==> src/rtl/usr_pkg.sv <==
package usr_pkg;
  // ----------------------------------------------------------------
  // Widths
  // ----------------------------------------------------------------
  localparam int DATA_W = 8;
  localparam int FLAG_W = 7;
  localparam int EP_COUNT = 4;
  localparam int FRAME_W = 11;
  localparam int FRAME_LO_W = 7;

  // ----------------------------------------------------------------
  // Register offsets
  // ----------------------------------------------------------------
  localparam logic [7:0] OFS_CTRL1 = 8'h05;
  localparam logic [7:0] OFS_IRQ_ENABLE = 8'h06;
  localparam logic [7:0] OFS_IRQ_FLAGS = 8'h0D;
  localparam logic [7:0] OFS_BUF_SET = 8'h0E;
  localparam logic [7:0] OFS_ROLE = 8'h0F;
  localparam logic [7:0] OFS_FRAME_LO = 8'h15;
  localparam logic [7:0] OFS_FRAME_HI = 8'h16;
  localparam logic [7:0] OFS_DMA_CNT_LO = 8'h35;
  localparam logic [7:0] OFS_DMA_CNT_HI = 8'h36;

  // ----------------------------------------------------------------
  // Field positions
  // ----------------------------------------------------------------
  localparam int BIT_DMA_BUSY = 7;
  localparam int BIT_BUS_RESET = 6;
  localparam int BIT_FRAME_START = 5;
  localparam int BIT_DMA_DONE = 4;
  localparam int CTRL1_USB_EN = 0;
  localparam int CTRL1_DMA_EN = 1;
  localparam int CTRL1_DMA_DIR = 2;
  localparam int ROLE_MASTER = 7;
  localparam int ROLE_SWAP = 6;
  localparam int ENDPOINT_THREE = 3;

  // ----------------------------------------------------------------
  // Reset values
  // ----------------------------------------------------------------
  localparam logic [7:0] CTRL1_RESET = 8'h00;
  localparam logic [7:0] IRQ_ENABLE_RESET = 8'h00;
  localparam logic [7:0] ROLE_RESET = 8'h00;
  localparam logic [7:0] DMA_CNT_RESET = 8'h00;
  localparam logic [7:0] FRAME_RESET = 8'h00;
  localparam logic [7:0] ADDR_RESET = 8'h00;

  typedef enum logic [0:0] {
    USR_DMA_IDLE = 1'b0,
    USR_DMA_BUSY = 1'b1
  } usr_dma_state_type;
endpackage

==> src/rtl/usr_flag_if.sv <==
`timescale 1ns/10ps
`default_nettype none
interface usr_flag_if;
  logic [usr_pkg::FLAG_W-1:0] set_ev;
  logic [usr_pkg::FLAG_W-1:0] clr;
  logic [usr_pkg::FLAG_W-1:0] flags;
  modport ctrl (output set_ev, output clr, input flags);
  modport store (input set_ev, input clr, output flags);
endinterface
`default_nettype wire

==> src/rtl/usr_flag_store.sv <==
`timescale 1ns/10ps
`default_nettype none
module usr_flag_store (
  // Clock and reset
  input wire logic clk,
  input wire logic rst,
  // Event and clear lines
  usr_flag_if.store fi
);
  import usr_pkg::*;

  logic [FLAG_W-1:0] flags_reg;
  logic [FLAG_W-1:0] flags_next;

  // ----------------------------------------------------------------
  // Sticky flags, an event beats a clear in the same cycle
  // ----------------------------------------------------------------
  for (genvar i = 0; i < FLAG_W; i++)
  begin : g_flag
    assign flags_next[i] = fi.set_ev[i] | (flags_reg[i] & ~fi.clr[i]);

  end

  always_ff @(posedge clk or posedge rst)
  begin
    if (rst)
    begin
      flags_reg <= '0;
    end
    else
    begin
      flags_reg <= flags_next;
    end
  end

  assign fi.flags = flags_reg;
endmodule // usr_flag_store
`default_nettype wire

==> src/rtl/usr_regs.sv <==
`timescale 1ns/10ps
`default_nettype none
// Functional notes
// - Status reads pending flags; ones written clear
// - Flag bits: busy, reset, frame, done, endpoints
// - Bit 7 shows DMA busy, raises no interrupt
// - Buffer-set register reports set per endpoint
// - Role bit 7 selects host or peripheral
// - Role bit 6 swaps data line polarity
// - Low frame register holds bits six..zero
// - High frame register holds bits ten..seven
// - DMA count spans low and high bytes
// - High byte write starts DMA when enabled
// - Endpoint three served by DMA only
// - Enable register gates request, keeps flags
// - Control bit 1 enables DMA, 2 direction
module usr_regs (
  // Clock and reset
  input wire logic REF_CLK,
  input wire logic RESET,
  // Processor port
  input wire logic CS_N,
  input wire logic RD_N,
  input wire logic WR_N,
  input wire logic A0,
  input wire logic [usr_pkg::DATA_W-1:0] D_IN,
  output logic [usr_pkg::DATA_W-1:0] D_OUT,
  output logic D_OE_N,
  // Serial engine events
  input wire logic [usr_pkg::EP_COUNT-1:0] EP_DONE,
  input wire logic BUS_RESET_SEEN,
  input wire logic FRAME_START,
  input wire logic [usr_pkg::FRAME_W-1:0] FRAME_NUMBER,
  input wire logic [usr_pkg::EP_COUNT-1:0] BUFFER_SET,
  input wire logic DMA_FINISHED,
  // Control outputs
  output logic INTERRUPT_REQUEST_OUT,
  output logic DMA_START,
  output logic [2*usr_pkg::DATA_W-1:0] DMA_COUNT,
  output logic DMA_DIR_READ,
  output logic DMA_ENABLE,
  output logic USB_ENABLE,
  output logic MASTER_MODE,
  output logic POLARITY_SWAP,
  output logic [usr_pkg::EP_COUNT-1:0] PIO_ENDPOINT_EN
);
  import usr_pkg::*;

  function automatic logic hit(input logic [7:0] a, input logic [7:0] ofs);
    return a == ofs;
  endfunction

  usr_flag_if fl ();

  logic wr_prev_reg;
  logic rd_prev_reg;
  logic [7:0] addr_reg;
  logic [7:0] ctrl1_reg;
  logic [7:0] irq_en_reg;
  logic [7:0] role_reg;
  logic [7:0] frame_lo_reg;
  logic [7:0] frame_hi_reg;
  logic [7:0] cnt_lo_reg;
  logic [7:0] cnt_hi_reg;
  logic [7:0] rdata_reg;
  logic oe_n_reg;
  logic irq_reg;
  logic start_reg;
  logic [EP_COUNT-1:0] pio_en_reg;
  usr_dma_state_type dma_reg;
  usr_dma_state_type dma_next;

  // ----------------------------------------------------------------
  // Strobe decode
  // ----------------------------------------------------------------
  wire wr_act = !CS_N && !WR_N;
  wire rd_act = !CS_N && !RD_N;
  wire wr_take = wr_act && !wr_prev_reg;
  wire rd_take = rd_act && !rd_prev_reg;
  wire addr_wr = wr_take && !A0;
  wire data_wr = wr_take && A0;
  wire wr_ctrl1 = data_wr && hit(addr_reg, OFS_CTRL1);
  wire wr_irq_en = data_wr && hit(addr_reg, OFS_IRQ_ENABLE);
  wire wr_flags = data_wr && hit(addr_reg, OFS_IRQ_FLAGS);
  wire wr_role = data_wr && hit(addr_reg, OFS_ROLE);
  wire wr_cnt_lo = data_wr && hit(addr_reg, OFS_DMA_CNT_LO);
  wire wr_cnt_hi = data_wr && hit(addr_reg, OFS_DMA_CNT_HI);
  // Frame registers are read only, writes fall through to nothing
  wire dma_go = wr_cnt_hi && ctrl1_reg[CTRL1_DMA_EN];
  wire dma_busy = dma_reg == USR_DMA_BUSY;

  // ----------------------------------------------------------------
  // Read data selection
  // ----------------------------------------------------------------
  wire [7:0] status_byte = {dma_busy, fl.flags};
  wire [7:0] bufset_byte = {4'h0, BUFFER_SET};
  wire [7:0] read_data =
    !A0 ? addr_reg :
    hit(addr_reg, OFS_CTRL1) ? ctrl1_reg :
    hit(addr_reg, OFS_IRQ_ENABLE) ? irq_en_reg :
    hit(addr_reg, OFS_IRQ_FLAGS) ? status_byte :
    hit(addr_reg, OFS_BUF_SET) ? bufset_byte :
    hit(addr_reg, OFS_ROLE) ? role_reg :
    hit(addr_reg, OFS_FRAME_LO) ? frame_lo_reg :
    hit(addr_reg, OFS_FRAME_HI) ? frame_hi_reg :
    hit(addr_reg, OFS_DMA_CNT_LO) ? cnt_lo_reg :
    hit(addr_reg, OFS_DMA_CNT_HI) ? cnt_hi_reg :
    8'h00;

  // ----------------------------------------------------------------
  // Flag events and clears
  // ----------------------------------------------------------------
  wire dma_end = dma_busy && DMA_FINISHED && !dma_go;
  assign fl.set_ev = {BUS_RESET_SEEN, FRAME_START, dma_end, EP_DONE};
  assign fl.clr = wr_flags ? D_IN[FLAG_W-1:0] : '0;

  usr_flag_store u_flags (
    .clk(REF_CLK),
    .rst(RESET),
    .fi(fl)
  );

  // Busy bit only, never enters the request term
  wire irq_next = |(fl.flags & irq_en_reg[FLAG_W-1:0]);

  // ----------------------------------------------------------------
  // DMA state
  // ----------------------------------------------------------------
  always_comb
  begin
    dma_next = dma_reg;
    case (dma_reg)
      USR_DMA_IDLE:
      begin
        if (dma_go)
        begin
          dma_next = USR_DMA_BUSY;
        end
      end
      USR_DMA_BUSY:
      begin
        if (DMA_FINISHED && !dma_go)
        begin
          dma_next = USR_DMA_IDLE;
        end
      end
      default:
      begin
        dma_next = USR_DMA_IDLE;
      end
    endcase
  end

  // ----------------------------------------------------------------
  // Registers
  // ----------------------------------------------------------------
  always_ff @(posedge REF_CLK or posedge RESET)
  begin
    if (RESET)
    begin
      wr_prev_reg <= 1'b0;
      rd_prev_reg <= 1'b0;
      addr_reg <= ADDR_RESET;
      dma_reg <= USR_DMA_IDLE;
    end
    else
    begin
      wr_prev_reg <= wr_act;
      rd_prev_reg <= rd_act;
      if (addr_wr)
      begin
        addr_reg <= D_IN;
      end
      dma_reg <= dma_next;
    end
  end

  always_ff @(posedge REF_CLK or posedge RESET)
  begin
    if (RESET)
    begin
      ctrl1_reg <= CTRL1_RESET;
      irq_en_reg <= IRQ_ENABLE_RESET;
      role_reg <= ROLE_RESET;
    end
    else
    begin
      if (wr_ctrl1)
      begin
        ctrl1_reg <= D_IN;
      end
      if (wr_irq_en)
      begin
        irq_en_reg <= D_IN;
      end
      if (wr_role)
      begin
        role_reg <= {D_IN[ROLE_MASTER], D_IN[ROLE_SWAP], 6'h00};
      end
    end
  end

  always_ff @(posedge REF_CLK or posedge RESET)
  begin
    if (RESET)
    begin
      frame_lo_reg <= FRAME_RESET;
      frame_hi_reg <= FRAME_RESET;
      cnt_lo_reg <= DMA_CNT_RESET;
      cnt_hi_reg <= DMA_CNT_RESET;
    end
    else
    begin
      if (FRAME_START)
      begin
        frame_lo_reg <= {FRAME_NUMBER[FRAME_LO_W-1:0], 1'b0};
        frame_hi_reg <= {FRAME_NUMBER[FRAME_W-1:FRAME_LO_W], 4'h0};
      end
      if (wr_cnt_lo)
      begin
        cnt_lo_reg <= D_IN;
      end
      if (wr_cnt_hi)
      begin
        cnt_hi_reg <= D_IN;
      end
    end
  end

  always_ff @(posedge REF_CLK or posedge RESET)
  begin
    if (RESET)
    begin
      rdata_reg <= 8'h00;
      oe_n_reg <= 1'b1;
      irq_reg <= 1'b0;
      start_reg <= 1'b0;
      pio_en_reg <= '0;
    end
    else
    begin
      if (rd_take)
      begin
        rdata_reg <= read_data;
      end
      oe_n_reg <= !rd_act;
      irq_reg <= irq_next;
      start_reg <= dma_go;
      // Endpoint three never gets port service
      pio_en_reg <= {1'b0, {(EP_COUNT-1){ctrl1_reg[CTRL1_USB_EN]}}};
    end
  end

  // ----------------------------------------------------------------
  // Outputs
  // ----------------------------------------------------------------
  assign D_OUT = rdata_reg;
  assign D_OE_N = oe_n_reg;
  assign INTERRUPT_REQUEST_OUT = irq_reg;
  assign DMA_START = start_reg;
  assign DMA_COUNT = {cnt_hi_reg, cnt_lo_reg};
  assign DMA_DIR_READ = ctrl1_reg[CTRL1_DMA_DIR];
  assign DMA_ENABLE = ctrl1_reg[CTRL1_DMA_EN];
  assign USB_ENABLE = ctrl1_reg[CTRL1_USB_EN];
  assign MASTER_MODE = role_reg[ROLE_MASTER];
  assign POLARITY_SWAP = role_reg[ROLE_SWAP];
  assign PIO_ENDPOINT_EN = pio_en_reg;
endmodule // usr_regs
`default_nettype wire

==> config.mk <==
export PLATFORM = sky130hd
export DESIGN_NAME = usr_regs
export DESIGN_NICKNAME = d
export VERILOG_FILES = /design/src/rtl/usr_pkg.sv /design/src/rtl/usr_flag_if.sv /design/src/rtl/usr_flag_store.sv /design/src/rtl/usr_regs.sv
export SDC_FILE = /design/constraint.sdc
export NUM_CORES = 1
export LEC_CHECK = 0
export BUFFER_PORTS_ARGS = -buffer_cell sky130_fd_sc_hd__buf_2
export CORE_MARGIN = 2
export CORE_UTILIZATION = 30
export DETAILED_ROUTE_END_ITERATION = 12
export PLACE_DENSITY = 0.48
export SLEW_MARGIN = 30
export SYNTH_ARGS = -nofsm -noshare
export SYNTH_HDL_FRONTEND = slang
export SYNTH_SLANG_ARGS = --single-unit
export TNS_END_PERCENT = 5
==> constraint.sdc <==
create_clock -name REF_CLK -period 3.9 [get_ports REF_CLK]
set_input_delay 0.195 -clock REF_CLK [delete_from_list [all_inputs] [get_ports REF_CLK]]
set_output_delay 0.195 -clock REF_CLK [all_outputs]
set_load 0.02 [all_outputs]
==> results.toml <==
[status]
status = "complete, but fails checks"
violations = "negative hold slack"

[floorplanning]
pin_count = 72
die_x_um = 114.7
row_count = 40
coreArea_mm2 = 0.01196
die_h_um = 114.7
start_util = 0.3072
die-area_mm2 = 0.01315

[synthesis]
ys_ff_latch = 75
synthesis.nets = 381
synth_cells = 345
yosys_most_used_dff = "dfrtp_1"
synth.yosys.warnings = 0
async_flop_share = 1.000
ys_types = 54
ys_seq_area_frac = 0.5111
syn_area_per_cell_um2 = 10.65
syn_area_mm2 = 0.003675
synth_edf_count = 0

[sta]
fin_crit_sh = 0.6109
slew_violations = 0
setup_viol = 0
tns_ns = 0
hold_viol_final = 31
setup_slack_ns = 1.517
worst_pin_slew_ns = 0.9692
finalClockSkew_ns = 0.005716
whs_ns = -0.02194
timing.slew.headroom = 0.3525
fin_crit_ns = 2.383
max_freq_mhz = 419.7
rsz0062_at_grt = "false"

[grt]
grt_use_total = 0.1790
antenna_found_initial = 0
grt_pass1_vias = 2935
grt_pass1_wl_um = 17440
overflow = 0
grt_max_degree = 44

[route]
drt_iter0_drc = 184
vias_per_cell = 5.240
routed_wl_um = 11350
drc_errors = 0
drtPass1Iterations = 4
num_vias = 2950
wire_per_inst_um = 20.16
antenna_left = 0

[clock_network]
cts_tree = "yes"
ctsResizeCount = 0
clkSinkCount = 75
clkLatencyLatePin_ns = 0.34
ctsHoldBuffers = 0
clk_pin_slew_ns = 0.06
cts_buffers = 9
cts_root_buf = "clkbuf_16"
htree_levels = 3
post_cts_buffers = 0
cts_buffer_depth = 2

[critical_path]
worstRegToRegCells = 5
reg2reg_from = "addr_reg[0]$_DFFE_PP0P_"
r2r_setup_slack_ns = 1.52
worstReg2RegEnd = "D_OUT[2]$_DFFE_PP0P_"
worstPathMaxFanout = 14
worstSetupStartpointType = "flop"
criticalPathCategory = "flop to flop"
crit_required_ns = 4.11
cp.arrival_ns = 2.59
cp-endpoint = "D_OUT[2]$_DFFE_PP0P_"
critPathCaptureType = "flop"
timing.critical_path.from = "addr_reg[0]$_DFFE_PP0P_"

[final_layout]
finish.utilization = 0.3745
multi_input_area_mm2 = 0.001674
fin_nets = 447
final_cell_mix = "dfrtp_1 (74), buf_2 (70), nand2_1 (49)"
regArea_mm2 = 0.001878
final_layout_size_suffix_gt1_frac = 0.3341
fillers = 1209
diodes = 0
area_delta_synth_final_pct = 21.89
fin_area_mm2 = 0.004479
final_common_cell = "dfrtp_1"

[pwr]
power_leakage_nw = 2.065
peakVddDrop_v = 0.0001610
power_density_mw_per_mm2 = 489.7

[placed_design]
placed_area_mm2 = 0.004150
io_buffers = 70
dp_slack_ns = 1.538
gp_congestion = 0.8900
hpwl_um = 8260

[flow_run]
cap_viol_max_count = 0

[worst_hold_path]
hp-class = "input port to asynchronous set/reset pin"
-- critical path: stages (launching register included) --
cell      delay, ns
dfrtp_1        0.57
nor2b_1        0.83
nand4_1        0.30
o21a_1         0.25
o221ai_1       0.18
a22oi_1        0.12
-- power by group --
part	switching, mW	total, mW	internal [mW]
clock	0.329	0.924	0.594
sequential	0.0902	0.931	0.840
combinational	0.203	0.339	0.137
-- area by class of cell --
cell class	instances	area share
inverters	11	0.009218
well taps	147	0.04106
clock inverters	4	0.01620
clock buffers	12	0.05726
flip-flops and latches	75	0.4193
multi-input cells	241	0.3737
repair buffers	73	0.08324
-- cell families (layout without fill, tap and decap cells) --
| group | Yosys count | in the layout | synth area share |
|---|---|---|---|
| compound gates | 90 | 90 | 0.1593 |
| buf+inv | 29 | 100 | 0.03507 |
| flops | 75 | 75 | 0.5111 |
| mux | 41 | 41 | 0.1256 |
| other cells | 1 | 1 | 0.001020 |
| simple gates | 109 | 109 | 0.1679 |
-- per-stage QoR --
step / std cells / power, mW
2_1_floorplan: 345 / 1.153
3_3_place_gp: 547 / 1.281
3_5_place_dp: 547 / 1.283
4_1_cts: 563 / 2.210
5_1_grt: 563 / 2.294
6_report: 563 / 2.194
-- Yosys cell counts (all sizes together) (2+ instances only) --
| library cell | count | area share |
|---|---|---|
| a21o | 7 | 0.014 |
| a211oi | 3 | 0.0075 |
| and2 | 4 | 0.0068 |
| dfrtp | 74 | 0.50 |
| a22oi | 10 | 0.020 |
| or3 | 2 | 0.0034 |
| nand2 | 49 | 0.050 |
| mux2 | 41 | 0.13 |
| buf | 6 | 0.012 |
| nand4bb | 2 | 0.0061 |
| a221oi | 5 | 0.012 |
| o21a | 4 | 0.0082 |
| o21ai | 25 | 0.034 |
| and4bb | 2 | 0.0068 |
| a21oi | 16 | 0.022 |
| nand2b | 4 | 0.0068 |
| inv | 11 | 0.011 |
| o22ai | 8 | 0.014 |
| and3 | 3 | 0.0051 |
| nor4 | 3 | 0.011 |
| a2bb2oi | 2 | 0.0048 |
| a31oi | 3 | 0.0051 |
| clkbuf | 12 | 0.012 |
| nand3 | 11 | 0.015 |
| nor3 | 3 | 0.0041 |
| nor3b | 4 | 0.011 |
| nor2 | 10 | 0.010 |
| nand4 | 3 | 0.0085 |
| nor2b | 4 | 0.0068 |
-- metal layers --
layer / global-route usage / routed length (um)
met1: 0.2550 / 5324
met2: 0.2817 / 5346
met3: 0.03335 / 557
met4: 0.04390 / 122
met5: 0 / 0
-- worst min path at each step --
stage / startpoint / to / slack, ns / cells after the start
floorplan: CS_N / wr_prev_reg$_DFF_PP0_ / 0.26 / 1
global placement: RESET / frame_lo_reg[1]$_DFFE_PP0P_ / 0.36 / 2
detailed placement: RESET / frame_lo_reg[1]$_DFFE_PP0P_ / 0.37 / 2
CTS: RESET / frame_lo_reg[1]$_DFFE_PP0P_ / 0.009 / 2
global route: BUS_RESET_SEEN / u_flags.fi.flags[6]$_DFF_PP0_ / 0.05 / 2
finish: RESET / frame_lo_reg[1]$_DFFE_PP0P_ / -0.02 / 2
No activity file was read; power rests on OpenSTA's default activity.
